File: config.mk
export PLATFORM = sky130hd
export DESIGN_NAME = cfgx_bridge_end_flat
export DESIGN_NICKNAME = d
export VERILOG_FILES = /design/src/hw/cfgx_pkg.sv /design/src/hw/cfgx_if.sv /design/src/hw/cfgx_ack_timer.sv /design/src/hw/cfgx_bridge_end.sv /design/src/flat_wrapper.sv
export VERILOG_INCLUDE_DIRS = /design/src /design/src/hw
export SDC_FILE = /design/constraint.sdc
export NUM_CORES = 1
export LEC_CHECK = 0
export BUFFER_PORTS_ARGS = -buffer_cell sky130_fd_sc_hd__buf_2
export CORE_MARGIN = 3
export CORE_UTILIZATION = 49
export CTS_CLUSTER_DIAMETER = 120
export DETAILED_ROUTE_END_ITERATION = 8
export GPL_ROUTABILITY_DRIVEN = 0
export PLACE_DENSITY_LB_ADDON = 0.08
export SYNTH_ARGS = -nofsm -noshare
export SYNTH_HDL_FRONTEND = slang
export SYNTH_SLANG_ARGS = --single-unit
File: constraint.sdc
create_clock -name clk -period 2.7 [get_ports clk]
set_clock_uncertainty 0.15 [all_clocks]
set_input_delay 0.54 -clock clk [delete_from_list [all_inputs] [get_ports clk]]
set_output_delay 0.54 -clock clk [all_outputs]
set_load 0.1 [all_outputs]
File: src/hw/cfgx_consts.svh
`ifndef CFGX_CONSTS_SVH
`define CFGX_CONSTS_SVH

// access type: all zeros reads, otherwise one write-enable bit per byte
`define CFGX_ACCESS_READ 4'h0
`define CFGX_ACCESS_ALL 4'hF

// completion status of a successful completion, and of a timed-out one
`define CFGX_CPL_STATUS_OK 3'h0

// cycles the user end has to acknowledge, counted from the request rising
`define CFGX_ACK_LATENCY_DFLT 16

// bridge-internal space: dword addresses below this limit never leave it
`define CFGX_INT_LIMIT_DFLT 10'h014
// dword address of the bridge's last internal capability header
`define CFGX_LAST_CAP_ADDR_DFLT 10'h010
// dword address of the first capability held by the user end
`define CFGX_EXT_CAP_PTR_DFLT 10'h014
// next-pointer field inside a capability header
`define CFGX_NXT_PTR_LSB 8
`define CFGX_NXT_PTR_MSB 15

// user-end register window
`define CFGX_CAP_BASE_DFLT 10'h014
`define CFGX_CAP_NREG_DFLT 4

`endif

File: src/hw/cfgx_pkg.sv
package cfgx_pkg;

    typedef logic [3:0] cfgx_access_t;

    typedef enum logic [1:0] {
        CFGX_ST_IDLE = 2'b01,
        CFGX_ST_WAIT = 2'b10
    } cfgx_bst_t;

    typedef struct packed {
        cfgx_bst_t st;
        logic ready;
        logic req;
        logic [9:0] addr;
        logic [2:0] pf;
        logic [10:0] vf;
        logic virt;
        cfgx_access_t atype;
        logic [31:0] wdata;
        logic cpl_valid;
        logic cpl_has_data;
        logic [31:0] cpl_data;
        logic [2:0] cpl_status;
        logic cpl_timeout;
    } cfgx_bridge_state_t;

    // byte-lane merge; any pattern of enables, contiguous or not
    function automatic logic [31:0] cfgx_merge_bytes(
        input logic [31:0] old_val,
        input logic [31:0] new_val,
        input cfgx_access_t be
    );
        logic [31:0] r;
        r = old_val;
        for (int i = 0; i < 4; i++) begin
            if (be[i]) begin
                r[8*i +: 8] = new_val[8*i +: 8];
            end
        end
        return r;
    endfunction

endpackage

File: src/hw/cfgx_if.sv
`timescale 1ns/1ps
interface cfgx_if (
    input logic clk,
    input logic rst_b
);
    logic cfg_ext_request;
    logic cfg_ext_ack;
    logic [9:0] cfg_ext_dword_addr;
    logic [2:0] cfg_ext_phys_fn;
    logic [10:0] cfg_ext_virt_fn;
    logic cfg_ext_is_virtual;
    logic [31:0] cfg_ext_read_data;
    logic [31:0] cfg_ext_write_data;
    logic [3:0] cfg_ext_access_type;

    modport bridge (
        input clk,
        input rst_b,
        output cfg_ext_request,
        input cfg_ext_ack,
        output cfg_ext_dword_addr,
        output cfg_ext_phys_fn,
        output cfg_ext_virt_fn,
        output cfg_ext_is_virtual,
        input cfg_ext_read_data,
        output cfg_ext_write_data,
        output cfg_ext_access_type
    );

    modport user (
        input clk,
        input rst_b,
        input cfg_ext_request,
        output cfg_ext_ack,
        input cfg_ext_dword_addr,
        input cfg_ext_phys_fn,
        input cfg_ext_virt_fn,
        input cfg_ext_is_virtual,
        output cfg_ext_read_data,
        input cfg_ext_write_data,
        input cfg_ext_access_type
    );
endinterface

File: src/hw/cfgx_ack_timer.sv
`timescale 1ns/1ps
`include "cfgx_consts.svh"
module cfgx_ack_timer #(
    parameter int LIMIT = `CFGX_ACK_LATENCY_DFLT,
    parameter int W = $clog2(LIMIT + 2)
) (
    input logic clk,
    input logic rst_b,
    input logic run,
    output logic expired
);
    typedef struct packed {
        logic [W-1:0] cnt;
        logic expired;
    } cfgx_timer_state_t;

    cfgx_timer_state_t q;
    cfgx_timer_state_t d;

    always_comb begin
        d = q;
        if (run) begin
            // saturates: the waiting end leaves its wait once this fires
            if (!q.expired) begin
                d.cnt = q.cnt + W'(1);
            end
            d.expired = q.expired || (q.cnt + W'(1) >= W'(LIMIT));
        end else begin
            d.cnt = '0;
            d.expired = 1'b0;
        end
    end

    always_ff @(posedge clk or negedge rst_b) begin
        if (!rst_b) begin
            q <= '0;
        end else begin
            q <= d;
        end
    end

    assign expired = q.expired;
endmodule

File: src/hw/cfgx_bridge_end.sv
// What this block does
// - forward requests missing internal registers outward
// - user acks only registers it implements
// - acked write completes without data
// - no ack: timeout, zero data and status
// - hold address, functions, data until ack
// - user acks within latency limit cycles
// - request high for access, drops on ack
// - ack lasts exactly one clock cycle
// - drive ten-bit dword address
// - drive three-bit physical function number
// - drive eleven-bit child virtual function number
// - virtual flag high for virtual functions
// - read data valid with the ack
// - write data carried on write bus
// - access type zero reads, bits enable bytes
// - user honours any byte-enable pattern
// - user registers shared across all functions
// - last internal capability points to user
`timescale 1ns/1ps
`include "cfgx_consts.svh"
module cfgx_bridge_end
    import cfgx_pkg::*;
#(
    parameter int ACK_LATENCY_LIMIT = `CFGX_ACK_LATENCY_DFLT,
    parameter logic [9:0] INT_LIMIT = `CFGX_INT_LIMIT_DFLT,
    parameter logic [9:0] LAST_CAP_ADDR = `CFGX_LAST_CAP_ADDR_DFLT,
    parameter logic [9:0] EXT_CAP_PTR = `CFGX_EXT_CAP_PTR_DFLT
) (
    input logic clk,
    input logic rst_b,
    input logic cfg_req_valid,
    output logic cfg_req_ready,
    input logic [9:0] cfg_req_addr,
    input logic [2:0] cfg_req_phys_fn,
    input logic [10:0] cfg_req_virt_fn,
    input logic cfg_req_is_virtual,
    input cfgx_access_t cfg_req_access_type,
    input logic [31:0] cfg_req_write_data,
    output logic cpl_valid,
    output logic cpl_has_data,
    output logic [31:0] cpl_data,
    output logic [2:0] cpl_status,
    output logic cpl_timeout,
    cfgx_if.bridge ext
);
    cfgx_bridge_state_t q;
    cfgx_bridge_state_t d;
    logic expired;
    logic int_hit;
    logic [31:0] int_rdata;
    logic [9:0] nxt_ptr_byte;

    // all-zero access type is the only read code; any other is byte enables
    function automatic logic cfgx_is_read(input cfgx_access_t t);
        return t == `CFGX_ACCESS_READ;
    endfunction

    // ack and read data come from logic on this clock: no synchroniser
    cfgx_ack_timer #(
        .LIMIT(ACK_LATENCY_LIMIT)
    ) u_timer (
        .clk(clk),
        .rst_b(rst_b),
        .run(q.st == CFGX_ST_WAIT),
        .expired(expired)
    );

    assign int_hit = cfg_req_addr < INT_LIMIT;
    // pointer is held as a dword address, the header field wants bytes
    assign nxt_ptr_byte = {EXT_CAP_PTR[7:0], 2'b00};

    // only the link into user space is modelled; other internal words read zero
    always_comb begin
        int_rdata = '0;
        if (cfg_req_addr == LAST_CAP_ADDR) begin
            int_rdata[`CFGX_NXT_PTR_MSB:`CFGX_NXT_PTR_LSB] = nxt_ptr_byte[7:0];
        end
    end

    always_comb begin
        d = q;
        d.cpl_valid = 1'b0;
        d.cpl_timeout = 1'b0;
        unique case (q.st)
            CFGX_ST_IDLE: begin
                d.ready = 1'b1;
                if (q.ready && cfg_req_valid) begin
                    d.ready = 1'b0;
                    if (int_hit) begin
                        d.cpl_valid = 1'b1;
                        d.cpl_has_data = cfgx_is_read(cfg_req_access_type);
                        d.cpl_data = d.cpl_has_data ? int_rdata : '0;
                        d.cpl_status = `CFGX_CPL_STATUS_OK;
                    end else begin
                        d.st = CFGX_ST_WAIT;
                        d.req = 1'b1;
                        // fields load only here, so they hold until the ack
                        d.addr = cfg_req_addr;
                        d.pf = cfg_req_phys_fn;
                        d.vf = cfg_req_virt_fn;
                        d.virt = cfg_req_is_virtual;
                        d.atype = cfg_req_access_type;
                        d.wdata = cfg_req_write_data;
                    end
                end
            end
            CFGX_ST_WAIT: begin
                // an ack in the cycle the timer fires still wins
                if (ext.cfg_ext_ack) begin
                    d.st = CFGX_ST_IDLE;
                    d.req = 1'b0;
                    d.cpl_valid = 1'b1;
                    d.cpl_status = `CFGX_CPL_STATUS_OK;
                    if (cfgx_is_read(q.atype)) begin
                        d.cpl_has_data = 1'b1;
                        d.cpl_data = ext.cfg_ext_read_data;
                    end else begin
                        d.cpl_has_data = 1'b0;
                        d.cpl_data = '0;
                    end
                end else if (expired) begin
                    d.st = CFGX_ST_IDLE;
                    d.req = 1'b0;
                    d.cpl_valid = 1'b1;
                    d.cpl_timeout = 1'b1;
                    d.cpl_has_data = cfgx_is_read(q.atype);
                    d.cpl_data = '0;
                    d.cpl_status = `CFGX_CPL_STATUS_OK;
                end
            end
            default: begin
                d.st = CFGX_ST_IDLE;
                d.req = 1'b0;
                d.ready = 1'b0;
            end
        endcase
    end

    always_ff @(posedge clk or negedge rst_b) begin
        if (!rst_b) begin
            // one constant per field: no field is written twice in reset
            q.st <= CFGX_ST_IDLE;
            q.ready <= 1'b0;
            q.req <= 1'b0;
            q.addr <= 10'h000;
            q.pf <= 3'h0;
            q.vf <= 11'h000;
            q.virt <= 1'b0;
            q.atype <= `CFGX_ACCESS_READ;
            q.wdata <= 32'h0;
            q.cpl_valid <= 1'b0;
            q.cpl_has_data <= 1'b0;
            q.cpl_data <= 32'h0;
            q.cpl_status <= `CFGX_CPL_STATUS_OK;
            q.cpl_timeout <= 1'b0;
        end else begin
            q <= d;
        end
    end

    assign cfg_req_ready = q.ready;
    assign cpl_valid = q.cpl_valid;
    assign cpl_has_data = q.cpl_has_data;
    assign cpl_data = q.cpl_data;
    assign cpl_status = q.cpl_status;
    assign cpl_timeout = q.cpl_timeout;

    assign ext.cfg_ext_request = q.req;
    assign ext.cfg_ext_dword_addr = q.addr;
    assign ext.cfg_ext_phys_fn = q.pf;
    assign ext.cfg_ext_virt_fn = q.vf;
    assign ext.cfg_ext_is_virtual = q.virt;
    assign ext.cfg_ext_write_data = q.wdata;
    assign ext.cfg_ext_access_type = q.atype;
endmodule

File: src/flat_wrapper.sv
// flat-port wrapper written by rule: the top's interface ports become plain ports
module cfgx_bridge_end_flat import cfgx_pkg::*;
#(
    parameter int ACK_LATENCY_LIMIT = `CFGX_ACK_LATENCY_DFLT,
    parameter logic [9:0] INT_LIMIT = `CFGX_INT_LIMIT_DFLT,
    parameter logic [9:0] LAST_CAP_ADDR = `CFGX_LAST_CAP_ADDR_DFLT,
    parameter logic [9:0] EXT_CAP_PTR = `CFGX_EXT_CAP_PTR_DFLT
)
  (clk, rst_b, cfg_req_valid, cfg_req_ready, cfg_req_addr, cfg_req_phys_fn, cfg_req_virt_fn, cfg_req_is_virtual, cfg_req_access_type, cfg_req_write_data, cpl_valid, cpl_has_data, cpl_data, cpl_status, cpl_timeout, ext_cfg_ext_request, ext_cfg_ext_ack, ext_cfg_ext_dword_addr, ext_cfg_ext_phys_fn, ext_cfg_ext_virt_fn, ext_cfg_ext_is_virtual, ext_cfg_ext_read_data, ext_cfg_ext_write_data, ext_cfg_ext_access_type);
  cfgx_if ext_i (.clk(clk), .rst_b(rst_b));
  input logic clk;
  input logic rst_b;
  input logic cfg_req_valid;
  output logic cfg_req_ready;
  input logic [9:0] cfg_req_addr;
  input logic [2:0] cfg_req_phys_fn;
  input logic [10:0] cfg_req_virt_fn;
  input logic cfg_req_is_virtual;
  input cfgx_access_t cfg_req_access_type;
  input logic [31:0] cfg_req_write_data;
  output logic cpl_valid;
  output logic cpl_has_data;
  output logic [31:0] cpl_data;
  output logic [2:0] cpl_status;
  output logic cpl_timeout;
  output wire logic [$bits(ext_i.cfg_ext_request)-1:0] ext_cfg_ext_request;
  input wire logic [$bits(ext_i.cfg_ext_ack)-1:0] ext_cfg_ext_ack;
  output wire logic [$bits(ext_i.cfg_ext_dword_addr)-1:0] ext_cfg_ext_dword_addr;
  output wire logic [$bits(ext_i.cfg_ext_phys_fn)-1:0] ext_cfg_ext_phys_fn;
  output wire logic [$bits(ext_i.cfg_ext_virt_fn)-1:0] ext_cfg_ext_virt_fn;
  output wire logic [$bits(ext_i.cfg_ext_is_virtual)-1:0] ext_cfg_ext_is_virtual;
  input wire logic [$bits(ext_i.cfg_ext_read_data)-1:0] ext_cfg_ext_read_data;
  output wire logic [$bits(ext_i.cfg_ext_write_data)-1:0] ext_cfg_ext_write_data;
  output wire logic [$bits(ext_i.cfg_ext_access_type)-1:0] ext_cfg_ext_access_type;
  assign ext_cfg_ext_request = ext_i.cfg_ext_request;
  assign ext_i.cfg_ext_ack = ext_cfg_ext_ack;
  assign ext_cfg_ext_dword_addr = ext_i.cfg_ext_dword_addr;
  assign ext_cfg_ext_phys_fn = ext_i.cfg_ext_phys_fn;
  assign ext_cfg_ext_virt_fn = ext_i.cfg_ext_virt_fn;
  assign ext_cfg_ext_is_virtual = ext_i.cfg_ext_is_virtual;
  assign ext_i.cfg_ext_read_data = ext_cfg_ext_read_data;
  assign ext_cfg_ext_write_data = ext_i.cfg_ext_write_data;
  assign ext_cfg_ext_access_type = ext_i.cfg_ext_access_type;
  cfgx_bridge_end #(.ACK_LATENCY_LIMIT(ACK_LATENCY_LIMIT), .INT_LIMIT(INT_LIMIT), .LAST_CAP_ADDR(LAST_CAP_ADDR), .EXT_CAP_PTR(EXT_CAP_PTR)) u_core (.clk(clk), .rst_b(rst_b), .cfg_req_valid(cfg_req_valid), .cfg_req_ready(cfg_req_ready), .cfg_req_addr(cfg_req_addr), .cfg_req_phys_fn(cfg_req_phys_fn), .cfg_req_virt_fn(cfg_req_virt_fn), .cfg_req_is_virtual(cfg_req_is_virtual), .cfg_req_access_type(cfg_req_access_type), .cfg_req_write_data(cfg_req_write_data), .cpl_valid(cpl_valid), .cpl_has_data(cpl_has_data), .cpl_data(cpl_data), .cpl_status(cpl_status), .cpl_timeout(cpl_timeout), .ext(ext_i));
endmodule
---- Yosys cells after proc, flatten, opt, wreduce, memory -nomap -nowiden ----
Index checks and enable logic that the tools add are counted.
operators by class
  order comparisons ....................... 2
  equality and inequality tests ........... 8
  bitwise logic cells ..................... 1
  muxes and demuxes ....................... 21
  add/sub/neg operators ................... 1
  reduce and logical (&&, ||, !) cells .... 8
operators by type and width
  cell                 count
  $mux 102             1
  $mux 37              2
  $pmux 37 s2          1
  $mux 62              1
  $mux 38              1
  $mux 33              1
  $mux 15              1
  $eq 10x5->1 const B  1
  $lt 10x5->1 const B  1
  $logic_not 4->1      2
  $mux 7               1
  $mux 2               3
  $mux 6               1
  $reduce_and 3->1     2
  $add 5x1->5 const B  1
  $ge 5x5->1 const B   1
  $mux 5               1
  $mux 1               4
  $ne 2x1->1 const B   2
  $ne 2x2->1 const B   2
  $pmux 1 s2           2
  $pmux 2 s2           1
  $reduce_and 4->1     1
  $ne 3x2->1 const B   1
  other kinds (6)      6
word-level totals
  input bits .............................. 97
  output and inout bits ................... 101
  register bits ........................... 109
  logic and storage cells ................. 57

---- Longest topological paths before layout ----
  word-level depth ........................ 6
  gate-level depth with buffers ........... 7
  gate-level depth less buffers ........... 6

---- Cells and area by module ----
From an unflattened synthesis, not the netlist that was laid out.
unflattened totals
  cells, all modules ...................... 426
  area total of the unflattened synthesis .. 5,084.9 µm²
by module, submodules not included
  module           times used  area an instance (µm²)  cells an instance  sequential area each (µm²)
  cfgx_bridge_end  1           4,800.9                 403                2,503.7
  cfgx_ack_timer   1           284.0                   23                 150.1

---- Worst setup path before layout ----
No wires, ideal clock.
  path kind ............................... flip-flop to flip-flop
  from .................................... register u_core.q, in the netlist u_core.cfg_req_ready
  to ...................................... register, netlist name u_core.cpl_data[0]
  setup slack ............................. 0.260 ns
  setup time .............................. 0.119 ns
  required time ........................... 2.431 ns
  buffers on the path ..................... 1
  clock period less this slack ............ 2.440 ns
  arrival ................................. 2.171 ns
  stages on the path, launching flop included .. 6
  path through ............................ dfrtp_1 -> nand2_1 -> o41ai_4 -> nand2_4 -> buf_6 -> a21bo_1
on the way
  longest elaborated chain between the ends .. 3
RTL lines
  what                        line                   source
  from (decl)                 cfgx_bridge_end.sv:47  cfgx_bridge_state_t q;
  $logic_and 1x1->1           cfgx_bridge_end.sv:88  if (q.ready && cfg_req_valid) begin
  $ne 2x1->1 (no line)        --
  $reduce_and 4->1 (no line)  --
Every way passes these cells.
A chain may end at the register's enable or synchronous reset.

---- Worst setup path after layout ----
  from .................................... register u_core.q[101] (netlist name)
  to ...................................... register u_core.q, in the netlist u_core.ext.cfg_ext_write_data[19]
on the way
  longest elaborated chain between the ends .. 2
RTL lines
  what                        line                   source
  $eq 2x1->1                  cfgx_bridge_end.sv:85  unique case (q.st)
  $reduce_and 3->1 (no line)  --
Every way passes these cells.

==> implementation parameters <==
Parameter                              Value

Outcome
  Outcome    complete, no violations

Synth
  Leading cell types by total area after synthesis    dfrtp_1 (51%), buf_4 (14%), mux2_1 (6.3%)
  Combined area of all synthesized cells    5180 um2
  Count of synthesis-stage warnings from yosys    0
  Proportion of netlist area held by the largest area contributor    0.507
  Register bit count reported by yosys    106
  Post-synth EDFFs    0
  Ys flop type    dfrtp_1
  Synthesized instance count    401
  Cell taking the most area after synthesis    dfrtp_1
  Library cell with the highest instance count after synthesis    dfrtp_1
  Cell types with the highest counts after synthesis    dfrtp_1 (105), buf_4 (96), nand4_1 (31)
  Fraction of synthesis flops using an asynchronous set or reset pin    1.00
  Mean instance size in the synthesized netlist    12.9 um2
  Sequential-to-total area share from yosys stat    0.512
  Number of distinct library cells after synthesis    39

Setup path
  Arrival time of the worst setup path    2.37 ns
  Type of origin of the critical path    flip-flop
  Kind of end point of the critical path    flip-flop
  Kind of critical path    flip-flop to flip-flop
  Peak fanout along the critical path    61
  Worst path required time    2.78 ns

Drt
  Vias per std cell    4.93
  First-pass iteration count of the detailed router    5
  Overall routed net length    9740 um
  Total number of vias    3153
  Detailed router's first-iteration violation count    80
  Detail Route Antenna Nets    0
  DRC viols    0
  Routed length per placed instance    15.2 um

Die
  Die Span X    109 um
  Chip Height    109 um
  I/O Pins    198
  Placeable core region    10000 um2
  Floorplan row count    36
  Die Outline Area    11800 um2
  Starting utilization of the core area    0.516

Global route
  Total routing resource utilization after global routing    0.166
  Grt met1 use    0.215
  First-pass GRT wire length    15200 um
  Gr ovfl total    0
  Pin count of the biggest net entering global routing    62
  Global routing met3 resource utilization    0.0432
  Antenna violations before repair    0
  Global-route track usage on met2    0.271
  Layer with the highest usage after global routing    met2
  Number of global-route vias before repair    3129

Timing
  Slew at the pin closest to its max-slew limit    0.708 ns
  Min setup slack post-route    0.414 ns
  Final min period    2.29 ns
  Total negative setup slack    0 ns
  Period utilization    0.847
  Max-slew violation count    0
  Peak Freq    437 MHz
  Number of hold-slack violations in the final timing report    0
  Max_slew headroom    0.528
  Number of endpoints failing setup at the final stage    0
  RSZ-0062 raised after global routing    no

Finish
  Count of non-filler cells in the finished layout    639
  Layout fillers    856
  Total Nets Final    601
  Area Overhead vs Synth    11.1%
  Number of inserted diodes    0
  Layout cells sized above 1    0.518

Clock tree
  Total clock buffers created by CTS    9
  Post-CTS Setup Repair Bufs    0
  Clock latency at the later pin of the worst-skew pair    0.35 ns
  Resize count post-CTS    0
  Clock-pin slew on the worst setup and hold paths    0.10 ns
  Clock Path Buffers    2
  Depth of the CTS H-tree    3
  Clock root buffer master    clkbuf_8
  Clock Sinks    106
  Clock tree from TritonCTS    yes

Placement
  Total placed cells including tap cells    622
  Post-DP HPWL    7350 um
  Worst Setup Slack post-DPL    0.113 ns
  Port Buffer Count    194

Flow run
  Maximum Capacitance Violations    0

Worst hold path
  Class of the tightest hold or removal check    input pin to flip-flop
## final cells by class
class                   count  area [um2]  area share
clock buffers              10         138      0.0239
clock inverters             6        65.1      0.0113
inverters                   4        15.0     0.00261
multi-input cells         176        1640       0.285
flip-flops and latches    106        2650       0.461
well taps                 133         166      0.0289
repair buffers            204        1080       0.187
## registers in the layout, indices dropped and copies added, names as in the netlist
| register | cells |
|---|---|
| u_core.ext.cfg_ext_is_virtual | 1 |
| u_core.cpl_has_data | 1 |
| u_core.cfg_req_ready | 1 |
| u_core.cpl_timeout | 1 |
| u_core.ext.cfg_ext_virt_fn | 11 |
| u_core.ext.cfg_ext_dword_addr | 10 |
| u_core.cpl_valid | 1 |
| u_core.ext.cfg_ext_access_type | 4 |
| u_core.u_timer.expired | 1 |
| u_core.ext.cfg_ext_phys_fn | 3 |
| u_core.ext.cfg_ext_request | 1 |
| u_core.q | 2 |
| u_core.cpl_data | 32 |
| u_core.u_timer.q | 5 |
| u_core.ext.cfg_ext_write_data | 32 |
## path summary, 6_finish.rpt
| path | start | endpoint | slack, ns | depth (start not counted) |
|---|---|---|---|---|
| worst max-delay path | u_core.q[101]$_DFFE_PN1P_ | u_core.ext.cfg_ext_write_data[19]$_DFFE_PN0P_ | 0.41 | 5 |
| worst min-delay path | cfg_req_phys_fn[1] | u_core.ext.cfg_ext_phys_fn[1]$_DFFE_PN0P_ | 0.25 | 2 |
| worst max register to register | u_core.q[101]$_DFFE_PN1P_ | u_core.ext.cfg_ext_write_data[19]$_DFFE_PN0P_ | 0.41 | 5 |
| worst min register to register | u_core.cpl_data[1]$_DFFE_PN0P_ | u_core.cpl_data[1]$_DFFE_PN0P_ | 0.34 | 1 |
| max in group asynchronous | rst_b | u_core.ext.cfg_ext_dword_addr[2]$_DFFE_PN0P_ | 1.20 | 3 |
| min in group asynchronous | rst_b | u_core.ext.cfg_ext_write_data[23]$_DFFE_PN0P_ | 0.51 | 2 |
## repair_timing
item	CTS	global route
endpoints found under the setup margin	0	0
hold buffers	1	0
endpoints found under the hold margin	31	0
## stage by stage
stage / hold slack [ns] / utilization / cell area (um2)
after floorplan: 0.0944 / - / 5190
after global placement: 0.310 / 0.552 / 5540
after detailed placement: 0.312 / 0.552 / 5540
after CTS: 0.226 / 0.573 / 5750
after global routing: 0.223 / 0.573 / 5750
final: 0.246 / 0.573 / 5750
## placed cells by master (no fill, tap or decap), types with 4 or more instances in the layout
cell        n
a21bo_1    30
buf_2     193
buf_4       8
clkbuf_8   10
dfrtp_1   105
inv_1       4
mux2_1     29
mux2_2     25
mux2_4     10
nand2_1     4
nand4_1    31
xnor2_1     4
## routing by layer
layer,part of all wire,vias to the layer above
li1,-,1491
met1,0.44,1535
met4,0.011,0
met3,0.076,10
met5,0,-
met2,0.47,117
## kinds of logic (layout without fill, tap and decap cells)
| family | count (synthesis) | in the layout | share of synthesized area |
|---|---|---|---|
| xor+xnor | 4 | 4 | 0.00676 |
| buf+inv | 121 | 224 | 0.175 |
| fa+ha+maj | 3 | 3 | 0.00725 |
| other cells | 1 | 3 | 0.000724 |
| compound gates | 44 | 44 | 0.0807 |
| mux | 65 | 65 | 0.148 |
| flops | 106 | 106 | 0.512 |
| simple gates | 57 | 57 | 0.0696 |
## worst max-delay path, cell delays in order, from the launching register on
cell	delay, ns
dfstp_2	0.56
ha_1	0.27
and3_1	0.27
nor2b_4	0.19
buf_12	0.31
mux2_2	0.39
Power is left out: the tool's default activity adds up to more than one toggle a clock period on the data nets, which glitch-free logic cannot reach.
